<file path="src/hw/acd_pkg.sv">
/*
  Package of the audio clock detector: register offsets, field positions,
  reset values, timing counts and the carrier types of the status flags.
  Assumes a 100 MHz block clock and a register port on the same clock.
*/
// Operation
// - top bit of the nine-bit bit-clocks-per-frame count reads at 0x5c bit 0.
// - low byte of the count reads at 0x5d; writes leave it unchanged.
// - a count at one bit clock per frame is unreliable; software ignores it.
// - 0x5e bit 6 is high while the system clock is halted.
// - 0x5e bit 5 is high when the pll is unlocked or disabled.
// - 0x5e bit 4 is high only while frame and bit clocks both sit low.
// - 0x5e bit 3 is high when rate and system clock ratio forbid auto set.
// - 0x5e bit 2 flags undetectable system clock ratio or frame low phase of five or less.
// - 0x5e bit 1 flags a bit clock ratio unstable or outside 32 to 256.
// - 0x5e bit 0 flags an undetectable sample rate.
// - the sample rate flag drops while all errors are ignored.
// - 0x5f bit 4 latches any system clock halt; reading 0x5f clears it.
// - 0x5f bit 2 is high while frame and bit clocks are both missing.
// - 0x5f bit 1 is high while a clock resync is in progress.
// - 0x5f bit 0 is high while any clock error is reported.
package acd_pkg;

  localparam logic [7:0] OFF_RATIO_HIGH = 8'h5c;
  localparam logic [7:0] OFF_RATIO_LOW = 8'h5d;
  localparam logic [7:0] OFF_DET_FLAGS = 8'h5e;
  localparam logic [7:0] OFF_EVT_FLAGS = 8'h5f;

  localparam int RATIO_W = 9;
  localparam int POS_RATIO_TOP = 0;
  localparam int POS_LATCHED_HALT = 4;
  localparam int POS_CLOCKS_ABSENT = 2;
  localparam int POS_RESYNC = 1;
  localparam int POS_CLOCK_ERROR = 0;

  localparam logic [8:0] RATIO_MIN = 9'h020;
  localparam logic [8:0] RATIO_MAX = 9'h100;
  localparam logic [3:0] SHORT_LOW_MAX = 4'h5;
  localparam logic [8:0] RATIO_RESET = 9'h000;
  localparam logic [7:0] RDATA_RESET = 8'h00;

  localparam int CLK_MHZ = 100;
  // longest quiet time on the system clock pin before it counts as halted
  localparam int SYSCLK_HALT_NS = 1000;
  localparam int SYSCLK_HALT_CYC = (SYSCLK_HALT_NS * CLK_MHZ + 999) / 1000;
  // longest quiet time on frame and bit clocks before they count as missing
  localparam int LINK_MISS_NS = 4000;
  localparam int LINK_MISS_CYC = (LINK_MISS_NS * CLK_MHZ + 999) / 1000;
  localparam int TMR_W = 12;

  typedef enum logic [1:0] {
    MEAS_WAIT = 2'b01,
    MEAS_RUN = 2'b10
  } acd_meas_t;

  // clock detector flags, bit 6 down to bit 0
  typedef struct packed {
    logic sysclk_halted;
    logic pll_unlocked;
    logic link_absent;
    logic autoset_error;
    logic sysclk_invalid;
    logic bitclk_invalid;
    logic rate_invalid;
  } acd_det_t;

  // status inputs from the neighbouring rate and ratio detectors
  typedef struct packed {
    logic pll_locked;
    logic pll_enabled;
    logic autoset_ok;
    logic sysclk_ratio_ok;
    logic rate_ok;
    logic ignore_errors;
    logic resync_busy;
  } acd_aux_t;

endpackage

</file>
<file path="src/hw/acd_detector.sv">
/*
  Audio clock detector and status registers: measures bit clocks per frame,
  watches the system, frame and bit clock pins and reports the flags.
  Assumes the pins are asynchronous to clk; the aux status comes from logic
  on clk; the register port is a simple strobe port on clk.
*/
`timescale 1ns/100ps
module acd_detector (
  input wire logic clk,
  input wire logic reset,
  input wire logic frame_clock,
  input wire logic bit_clock,
  input wire logic sys_clock,
  input wire acd_pkg::acd_aux_t aux,
  input wire logic [7:0] reg_addr,
  input wire logic reg_rd,
  input wire logic reg_wr,
  input wire logic [7:0] reg_wdata,
  output logic [7:0] reg_rdata,
  output logic reg_rvalid
);

  ////////////////////////////////////////////////////////////////////////////
  // pin synchronisers

  logic [2:0] pin_m_q;
  logic [2:0] pin_s_q;
  logic [2:0] pin_p_q;
  logic [2:0] pin_m_d;
  logic [2:0] pin_s_d;
  logic [2:0] pin_p_d;

  always_comb begin
    pin_m_d = {sys_clock, bit_clock, frame_clock};
    pin_s_d = pin_m_q;
    pin_p_d = pin_s_q;
  end

  always_ff @(posedge clk or posedge reset) begin
    if (reset) begin
      pin_m_q <= 3'h0;
      pin_s_q <= 3'h0;
      pin_p_q <= 3'h0;
    end else begin
      pin_m_q <= pin_m_d;
      pin_s_q <= pin_s_d;
      pin_p_q <= pin_p_d;
    end
  end

  logic fclk;
  logic bclk;
  logic fclk_rise;
  logic bclk_rise;
  logic sclk_edge;

  assign fclk = pin_s_q[0];
  assign bclk = pin_s_q[1];
  assign fclk_rise = pin_s_q[0] & ~pin_p_q[0];
  assign bclk_rise = pin_s_q[1] & ~pin_p_q[1];
  assign sclk_edge = pin_s_q[2] ^ pin_p_q[2];

  function automatic logic [acd_pkg::TMR_W-1:0] tmr_step(
    input logic [acd_pkg::TMR_W-1:0] cnt,
    input logic restart,
    input int limit
  );
    if (restart) begin
      tmr_step = '0;
    end else if (cnt >= acd_pkg::TMR_W'(limit)) begin
      tmr_step = cnt;
    end else begin
      tmr_step = cnt + acd_pkg::TMR_W'(1);
    end
  endfunction

  ////////////////////////////////////////////////////////////////////////////
  // quiet timers for the system clock and the frame and bit clocks

  logic [acd_pkg::TMR_W-1:0] sclk_tmr_q;
  logic [acd_pkg::TMR_W-1:0] sclk_tmr_d;
  logic [acd_pkg::TMR_W-1:0] link_tmr_q;
  logic [acd_pkg::TMR_W-1:0] link_tmr_d;
  logic sysclk_halted;
  logic link_absent;

  always_comb begin
    sclk_tmr_d = tmr_step(sclk_tmr_q, sclk_edge, acd_pkg::SYSCLK_HALT_CYC);
    // any high level restarts it: missing means both held low
    link_tmr_d = tmr_step(link_tmr_q, fclk | bclk, acd_pkg::LINK_MISS_CYC);
  end

  always_ff @(posedge clk or posedge reset) begin
    if (reset) begin
      sclk_tmr_q <= '0;
      link_tmr_q <= '0;
    end else begin
      sclk_tmr_q <= sclk_tmr_d;
      link_tmr_q <= link_tmr_d;
    end
  end

  assign sysclk_halted = (sclk_tmr_q >= acd_pkg::TMR_W'(acd_pkg::SYSCLK_HALT_CYC));
  assign link_absent = (link_tmr_q >= acd_pkg::TMR_W'(acd_pkg::LINK_MISS_CYC));

  ////////////////////////////////////////////////////////////////////////////
  // bit clocks per frame measurement

  function automatic logic [8:0] sat_inc9(input logic [8:0] v);
    sat_inc9 = (v == 9'h1ff) ? v : v + 9'h001;
  endfunction

  acd_pkg::acd_meas_t meas_q;
  acd_pkg::acd_meas_t meas_d;
  logic [8:0] bcnt_q;
  logic [8:0] bcnt_d;
  logic [3:0] lcnt_q;
  logic [3:0] lcnt_d;
  logic [8:0] ratio_q;
  logic [8:0] ratio_d;
  logic stable_q;
  logic stable_d;
  logic short_low_q;
  logic short_low_d;

  always_comb begin
    meas_d = meas_q;
    bcnt_d = bcnt_q;
    lcnt_d = lcnt_q;
    ratio_d = ratio_q;
    stable_d = stable_q;
    short_low_d = short_low_q;
    case (meas_q)
      acd_pkg::MEAS_WAIT: begin
        if (fclk_rise) begin
          meas_d = acd_pkg::MEAS_RUN;
          bcnt_d = '0;
          lcnt_d = '0;
        end
      end
      acd_pkg::MEAS_RUN: begin
        if (link_absent) begin
          meas_d = acd_pkg::MEAS_WAIT;
          stable_d = 1'b0;
        end else if (fclk_rise) begin
          // whole frame seen: publish both halves at once
          ratio_d = bcnt_q;
          stable_d = (bcnt_q == ratio_q);
          // low phase of five bit clocks or fewer
          short_low_d = (lcnt_q <= acd_pkg::SHORT_LOW_MAX);
          bcnt_d = bclk_rise ? 9'h001 : 9'h000;
          lcnt_d = '0;
        end else if (bclk_rise) begin
          bcnt_d = sat_inc9(bcnt_q);
          if (!fclk && lcnt_q != 4'hf) begin
            lcnt_d = lcnt_q + 4'h1;
          end
        end
      end
      default: begin
        meas_d = acd_pkg::MEAS_WAIT;
      end
    endcase
  end

  always_ff @(posedge clk or posedge reset) begin
    if (reset) begin
      meas_q <= acd_pkg::MEAS_WAIT;
      bcnt_q <= '0;
      lcnt_q <= '0;
      ratio_q <= acd_pkg::RATIO_RESET;
      stable_q <= 1'b0;
      short_low_q <= 1'b0;
    end else begin
      meas_q <= meas_d;
      bcnt_q <= bcnt_d;
      lcnt_q <= lcnt_d;
      ratio_q <= ratio_d;
      stable_q <= stable_d;
      short_low_q <= short_low_d;
    end
  end

  ////////////////////////////////////////////////////////////////////////////
  // detector flags

  acd_pkg::acd_det_t det;
  logic ratio_in_range;

  // a one-per-frame count is not trusted, the range check rejects it
  assign ratio_in_range = (ratio_q >= acd_pkg::RATIO_MIN) && (ratio_q <= acd_pkg::RATIO_MAX);

  always_comb begin
    det.sysclk_halted = sysclk_halted;
    det.pll_unlocked = ~(aux.pll_locked & aux.pll_enabled);
    det.link_absent = link_absent;
    det.autoset_error = ~aux.autoset_ok;
    det.sysclk_invalid = ~aux.sysclk_ratio_ok | short_low_q | sysclk_halted;
    det.bitclk_invalid = ~(stable_q & ratio_in_range) | link_absent;
    det.rate_invalid = ~aux.rate_ok & ~aux.ignore_errors;
  end

  ////////////////////////////////////////////////////////////////////////////
  // latched halt flag

  logic halt_latch_q;
  logic halt_latch_d;
  logic evt_read;

  assign evt_read = reg_rd && (reg_addr == acd_pkg::OFF_EVT_FLAGS);

  always_comb begin
    // a halt in the cycle of the read wins over the clear
    if (sysclk_halted) begin
      halt_latch_d = 1'b1;
    end else if (evt_read) begin
      halt_latch_d = 1'b0;
    end else begin
      halt_latch_d = halt_latch_q;
    end
  end

  always_ff @(posedge clk or posedge reset) begin
    if (reset) begin
      halt_latch_q <= 1'b0;
    end else begin
      halt_latch_q <= halt_latch_d;
    end
  end

  ////////////////////////////////////////////////////////////////////////////
  // register read port; all four registers are read only

  logic [7:0] rdata_q;
  logic [7:0] rdata_d;
  logic rvalid_q;
  logic rvalid_d;
  logic [7:0] evt_flags;

  always_comb begin
    evt_flags = 8'h00;
    evt_flags[acd_pkg::POS_LATCHED_HALT] = halt_latch_q;
    evt_flags[acd_pkg::POS_CLOCKS_ABSENT] = link_absent;
    evt_flags[acd_pkg::POS_RESYNC] = aux.resync_busy;
    evt_flags[acd_pkg::POS_CLOCK_ERROR] = |det;
  end

  always_comb begin
    rdata_d = rdata_q;
    rvalid_d = reg_rd;
    // writes are ignored; reserved bits read zero
    if (reg_rd) begin
      case (reg_addr)
        acd_pkg::OFF_RATIO_HIGH: rdata_d = {7'h00, ratio_q[acd_pkg::RATIO_W-1]};
        acd_pkg::OFF_RATIO_LOW: rdata_d = ratio_q[7:0];
        acd_pkg::OFF_DET_FLAGS: rdata_d = {1'b0, det};
        acd_pkg::OFF_EVT_FLAGS: rdata_d = evt_flags;
        default: rdata_d = 8'h00;
      endcase
    end
  end

  always_ff @(posedge clk or posedge reset) begin
    if (reset) begin
      rdata_q <= acd_pkg::RDATA_RESET;
      rvalid_q <= 1'b0;
    end else begin
      rdata_q <= rdata_d;
      rvalid_q <= rvalid_d;
    end
  end

  assign reg_rdata = rdata_q;
  assign reg_rvalid = rvalid_q;

  logic unused_wr;
  assign unused_wr = reg_wr ^ (|reg_wdata);

endmodule

</file>
<file path="config.mk">
export PLATFORM = sky130hd
export DESIGN_NAME = acd_detector
export DESIGN_NICKNAME = d
export VERILOG_FILES = /design/src/hw/acd_pkg.sv /design/src/hw/acd_detector.sv
export SDC_FILE = /design/constraint.sdc
export NUM_CORES = 1
export LEC_CHECK = 0
export ABC_AREA = 1
export ABC_CLOCK_PERIOD_IN_PS = 2800
export BUFFER_PORTS_ARGS = -buffer_cell sky130_fd_sc_hd__clkbuf_2
export CAP_MARGIN = 30
export CELL_PAD_IN_SITES_DETAIL_PLACEMENT = 1
export CELL_PAD_IN_SITES_GLOBAL_PLACEMENT = 1
export CORE_MARGIN = 2
export CORE_UTILIZATION = 35
export DETAILED_ROUTE_END_ITERATION = 10
export PLACE_DENSITY_LB_ADDON = 0.05
export SLEW_MARGIN = 20
export SYNTH_ARGS = -nofsm -noshare
export SYNTH_HDL_FRONTEND = slang
export SYNTH_SLANG_ARGS = --single-unit
</file>
<file path="constraint.sdc">
create_clock -name clk -period 2.8 [get_ports clk]
set_clock_uncertainty 0.15 [all_clocks]
set_input_delay 0.56 -clock clk [delete_from_list [all_inputs] [get_ports clk]]
set_output_delay 0.56 -clock clk [all_outputs]
set_load 0.02 [all_outputs]
</file>
## After elaboration in Yosys (flattened, before gate mapping)

Cells that the tools add are included.
Widths: inputs -> output; s select.

- Eq/ne operators: 17
- Magnitude comparators: 5
- Add/subtract/negate cells: 4
- Bitwise logic cells: 19
- Reductions and logical operators: 13
- Multiplexer cells: 25

Operator list:

| cell | count |
|---|---|
| $mux 12 | 4 |
| $mux 9 | 5 |
| $eq 8x7->1 const B | 4 |
| $pmux 8 s4 | 1 |
| $add 12x1->12 const B | 2 |
| $mux 4 | 5 |
| $pmux 9 s2 | 1 |
| $ge 12x7->1 const B | 1 |
| $ge 12x9->1 const B | 1 |
| $reduce_and 5->1 | 2 |
| $add 9x1->9 const B | 1 |
| $eq 9x9->1 | 1 |
| $eq 9x9->1 const B | 1 |
| $ge 9x6->1 const B | 1 |
| $le 9x9->1 const B | 1 |
| $ne 3x3->1 const B | 3 |
| $not 1->1 | 9 |
| $ne 2x2->1 const B | 4 |
| $pmux 4 s2 | 1 |
| $reduce_or 7->1 | 1 |
| $reduce_bool 2->1 | 3 |
| $and 1x1->1 | 5 |
| $mux 1 | 5 |
| $add 4x1->4 const B | 1 |
| other kinds (13) | 20 |

- Register bits after elaboration: 69
- Output and inout bits: 9
- Word-level logic and storage cells: 97
- Input port bits: 30

## Logic depth before layout (Yosys ltp)

- Word-level depth: 7
- Gate-level depth with buffers: 12
- Mapped depth without buffers: 11

## Worst setup path after synthesis

No wires, ideal clock.

- Path kind: reg2reg
- From: register bcnt_q[0]
- To: register bcnt_q[0]
- Library setup time: 0.123 ns
- Arrival: 1.735 ns
- Required time: 2.527 ns
- Clock period less this slack: 2.008 ns
- Path slack: 0.792 ns
- Cell stages (with the launch flop): 12
- Path buffers: 1
- Path through: dfrtp_1 -> ha_1 -> nand2_1 -> inv_1 -> nand4_1 -> or2_2 -> nor2_1 -> ha_1 -> nand2_1 -> nand3_4 -> buf_6 -> o21ai_2

- Cells in the longest elaborated chain, start to end: 6
- Elaborated cells between the ends (all ways): 9
- Those cells by class: add/sub: 1; eq/ne: 2; mux: 5; reduce/logical: 1

RTL lines:

| element | RTL line | source |
|---|---|---|
| from (decl) | acd_detector.sv:115 | `logic [8:0] bcnt_q;` |
| from (signal assigned) | acd_detector.sv:176 | `bcnt_q <= bcnt_d;` |
| $add 9x1->9 | acd_detector.sv:110 | `sat_inc9 = (v == 9'h1ff) ? v : v + 9'h001;` |
| $mux 9 | acd_detector.sv:110 |  |
| $mux 9 | acd_detector.sv:153 | `end else if (bclk_rise) begin` |
| $mux 9 | acd_detector.sv:145 | `end else if (fclk_rise) begin` |
| $mux 9 | acd_detector.sv:142 | `if (link_absent) begin` |
| $pmux 9 s2 | acd_detector.sv:133 | `case (meas_q)` |

Parallel ways exist; a longest one is shown, timed or not. The select of a mux whose other input is x is not followed.
A chain may end at the register's enable or synchronous reset.

## Worst setup path after layout

- From: register bcnt_q[0]
- To: register bcnt_q[4]

Same word-level chain as after synthesis.

==> results.yml <==
status:
  status: "finished clean"
global_routing:
  grt-ovfl-total: 0
  grt_usage_pct: 16.2
  antenna_found_initial: 0
  grt_max_degree: 70
  grt_pass1_wl_mm: 14.0
  use_met3_pct: 2.58
  gr-usage-met2_pct: 26.3
  grt_most_used_layer: "met2"
  use_met1_pct: 21.8
  grt_pass1_vias: 2887
power_and_ir_drop:
  ir_drop_uv: 185
  switching_share_pct: 24.2
  powerDensity_nw_per_um2: 524
  internal_power_mw: 1.60
  pwr-share-comb_pct: 6.8
  p_clk_share_pct: 43.6
  p_switching_uw: 509
  leakage_nw: 1.91
  seqPwrFrac_pct: 49.6
sta:
  fmax_mhz: 441
  rsz0062_at_grt: "no"
  setup_viol: 0
  period_minus_slack_ns: 2.27
  period_share_pct: 81.1
  report.final.slew_viol_count: 0
  worst_pin_slew_ns: 0.646
  final_hold_viol_count: 0
  slew-limit-headroom_pct: 56.8
  fin_setup_tns_ns: 0
routing:
  vias: 2816
  wirelength_mm: 7.96
  ant_nets: 0
  first_iter_violations: 78
  drc: 0
  wl_per_cell_microns: 13.2
  first_pass_iters: 6
  via_per_inst: 4.66
placement:
  place_hpwl_mm: 5.95
  numPortBuffers: 29
  gp_congestion: 0.766
critical_path:
  crit_required_ns: 2.93
  end_kind: "register"
  rr_worst_depth: 11
  reg2reg_from: "bcnt_q[0]$_DFFE_PP0P_"
  cp-start-kind: "register"
  r2r_setup_slack_ns: 0.53
  cp_max_fo: 18
  crit_arrival_ns: 2.40
  crit_start: "bcnt_q[0]$_DFFE_PP0P_"
  path_class: "register to register"
  endpoint: "bcnt_q[4]$_DFFE_PP0P_"
  r2r-end: "bcnt_q[4]$_DFFE_PP0P_"
synth:
  netlist-cell-type-count: 33
  synth_top_family_by_area: "simple AND/OR/NAND/NOR gates"
  synth_mux_area_share_pct: 0
  ys_seq_area_share_pct: 49.6
  ys_seq_elements: 69
  synth_common_cells: "nand2_1, dfrtp_1, inv_1, nor2_1, o21ai_0"
  synth-adder-area-share_pct: 3.23
  synth.cell_area_sq_um: 3490
  synth.avg_cell_area_sq_um: 8.13
  synthTopCellsByArea: "dfrtp_1, nand2_1, inv_1, nor2_1, o21ai_0"
  synth_ff_type: "dfrtp_1"
  ys_async_sr_fraction_pct: 100
  syn_inst: 429
  synth_xor_area_share_pct: 1.51
  synth_edf_count: 0
  synth_top_area_share_pct: 48.8
  yosysWarnings: 0
  yosys.area_share.simple_pct: 27.0
  netlist.top_cell.by_area: "dfrtp_1"
  synth.most_common_cell: "nand2_1"
  synth_compound_area_share_pct: 11.1
  syn_nets: 468
cells_and_area:
  drive_gt1_share_pct: 15.3
  syn_to_final_growth_pct: 15.2
  finish.utilization_pct: 41.3
  antenna_cells: 0
  nets: 505
  fillers: 1231
job:
  max_cap_viol_count: 0
clock_tree:
  cts_max_path_buffers: 2
  root_buffer: "clkbuf_8"
  cts_inserted_buffers: 9
  clock_sinks: 69
  clock_latency_ns: 0.35
  cts_tree: "built"
  cts_resized: 0
  cts_hold_buf: 0
  clkTransAtPathRegs_ns: 0.08
  h-tree-depth: 3
  post-cts-setup-buffer-count: 0
die:
  die_height_microns: 104
  dieArea_sq_um: 10800
  start_util_pct: 35.8
  rows: 36
  io_pins: 39
  die_x_microns: 104
  core_area_sq_um: 9730
hold_path:
  hold_class: "input pin to async pin"
-- critical path, stage by stage (launching register included) --
cell	delay [ns]
dfrtp_1	0.47
ha_1	0.21
nand2_1	0.07
inv_1	0.10
nand4_1	0.11
or2_2	0.31
nor2_1	0.10
ha_1	0.15
nand2_1	0.08
nand3_4	0.25
nand2_1	0.12
o21ai_2	0.07
-- state kept, by name, indices dropped and copies added (netlist names) --
| name | cells |
|---|---|
| bcnt_q | 9 |
| halt_latch_q | 1 |
| lcnt_q | 4 |
| link_tmr_q | 12 |
| meas_q | 2 |
| pin_m_q | 3 |
| pin_p_d | 3 |
| pin_p_q | 3 |
| ratio_q | 9 |
| reg_rdata | 8 |
| reg_rvalid | 1 |
| sclk_tmr_q | 12 |
| short_low_q | 1 |
| stable_q | 1 |
-- per-stage QoR --
| step | setup slack (ns) | std cells | hold WS [ns] | total power [mW] | area (sq um) |
|---|---|---|---|---|---|
| after floorplan | 0.352 | 429 | 0.181 | 1.16 | 3490 |
| after global placement | 0.585 | 588 | 0.186 | 1.21 | 3790 |
| after detailed placement | 0.514 | 588 | 0.190 | 1.21 | 3790 |
| after CTS | 0.481 | 604 | 0.127 | 2.15 | 4020 |
| after global routing | 0.284 | 604 | 0.140 | 2.21 | 4020 |
| final | 0.530 | 604 | 0.101 | 2.11 | 4020 |
-- worst min-delay path by stage --
| stage | end | slack (ns) | depth (start not counted) |
|---|---|---|---|
| 6_report | link_tmr_q[5]$_DFFE_PP0P_ | 0.10 | 3 |
| 2_1_floorplan | pin_p_d[0]$_DFF_PP0_ | 0.18 | 0 |
| 3_5_place_dp | pin_p_d[1]$_DFF_PP0_ | 0.19 | 0 |
| 5_1_grt | pin_m_q[2]$_DFF_PP0_ | 0.14 | 1 |
| 3_3_place_gp | pin_p_d[0]$_DFF_PP0_ | 0.19 | 0 |
| 4_1_cts | link_tmr_q[3]$_DFFE_PP0P_ | 0.13 | 3 |
-- power by group through the flow --
stage / Sequential (mW) / Combinational [mW] / Clock (mW)
after floorplan: 1.06 / 0.0967 / 0
after global placement: 1.06 / 0.143 / 0
after detailed placement: 1.07 / 0.147 / 0
after CTS: 1.05 / 0.148 / 0.953
after global routing: 1.05 / 0.167 / 0.997
final: 1.05 / 0.142 / 0.919
-- final cells by class --
cell class              count  area, sq um  area share, %
flip-flops and latches     69         1730           43.0
multi-input cells         293         1490           37.1
inverters                  63          241           6.01
well taps                 133          166           4.14
repair buffers             30          165           4.11
clock buffers              11          141           3.52
clock inverters             5         83.8           2.09
-- layer usage --
metal,wire (microns),share of wire [%]
met5,0,0
met4,144,1.8
met3,143,1.8
met2,3710,47
met1,3960,50
-- cells by family after synthesis --
logic type	Yosys count
adder cells (fa/ha/maj)	9
flip-flops	69
AO/OA/AOI/OAI	65
AND/OR/NAND/NOR	213
XOR/XNOR	6
buffers and inverters	67
-- cell usage in the layout (no fill, tap or decap), drive strengths merged, types with 3 or more instances in the layout --
cell / instances
nand2: 120
nand4: 9
nor3: 9
clkbuf: 40
a21oi: 13
ha: 9
o21ai: 41
nor2: 46
nand3: 26
o211ai: 3
o31ai: 3
or2: 3
dfrtp: 68
xnor2: 4
inv: 63
Power figures use the tool's default switching activity.
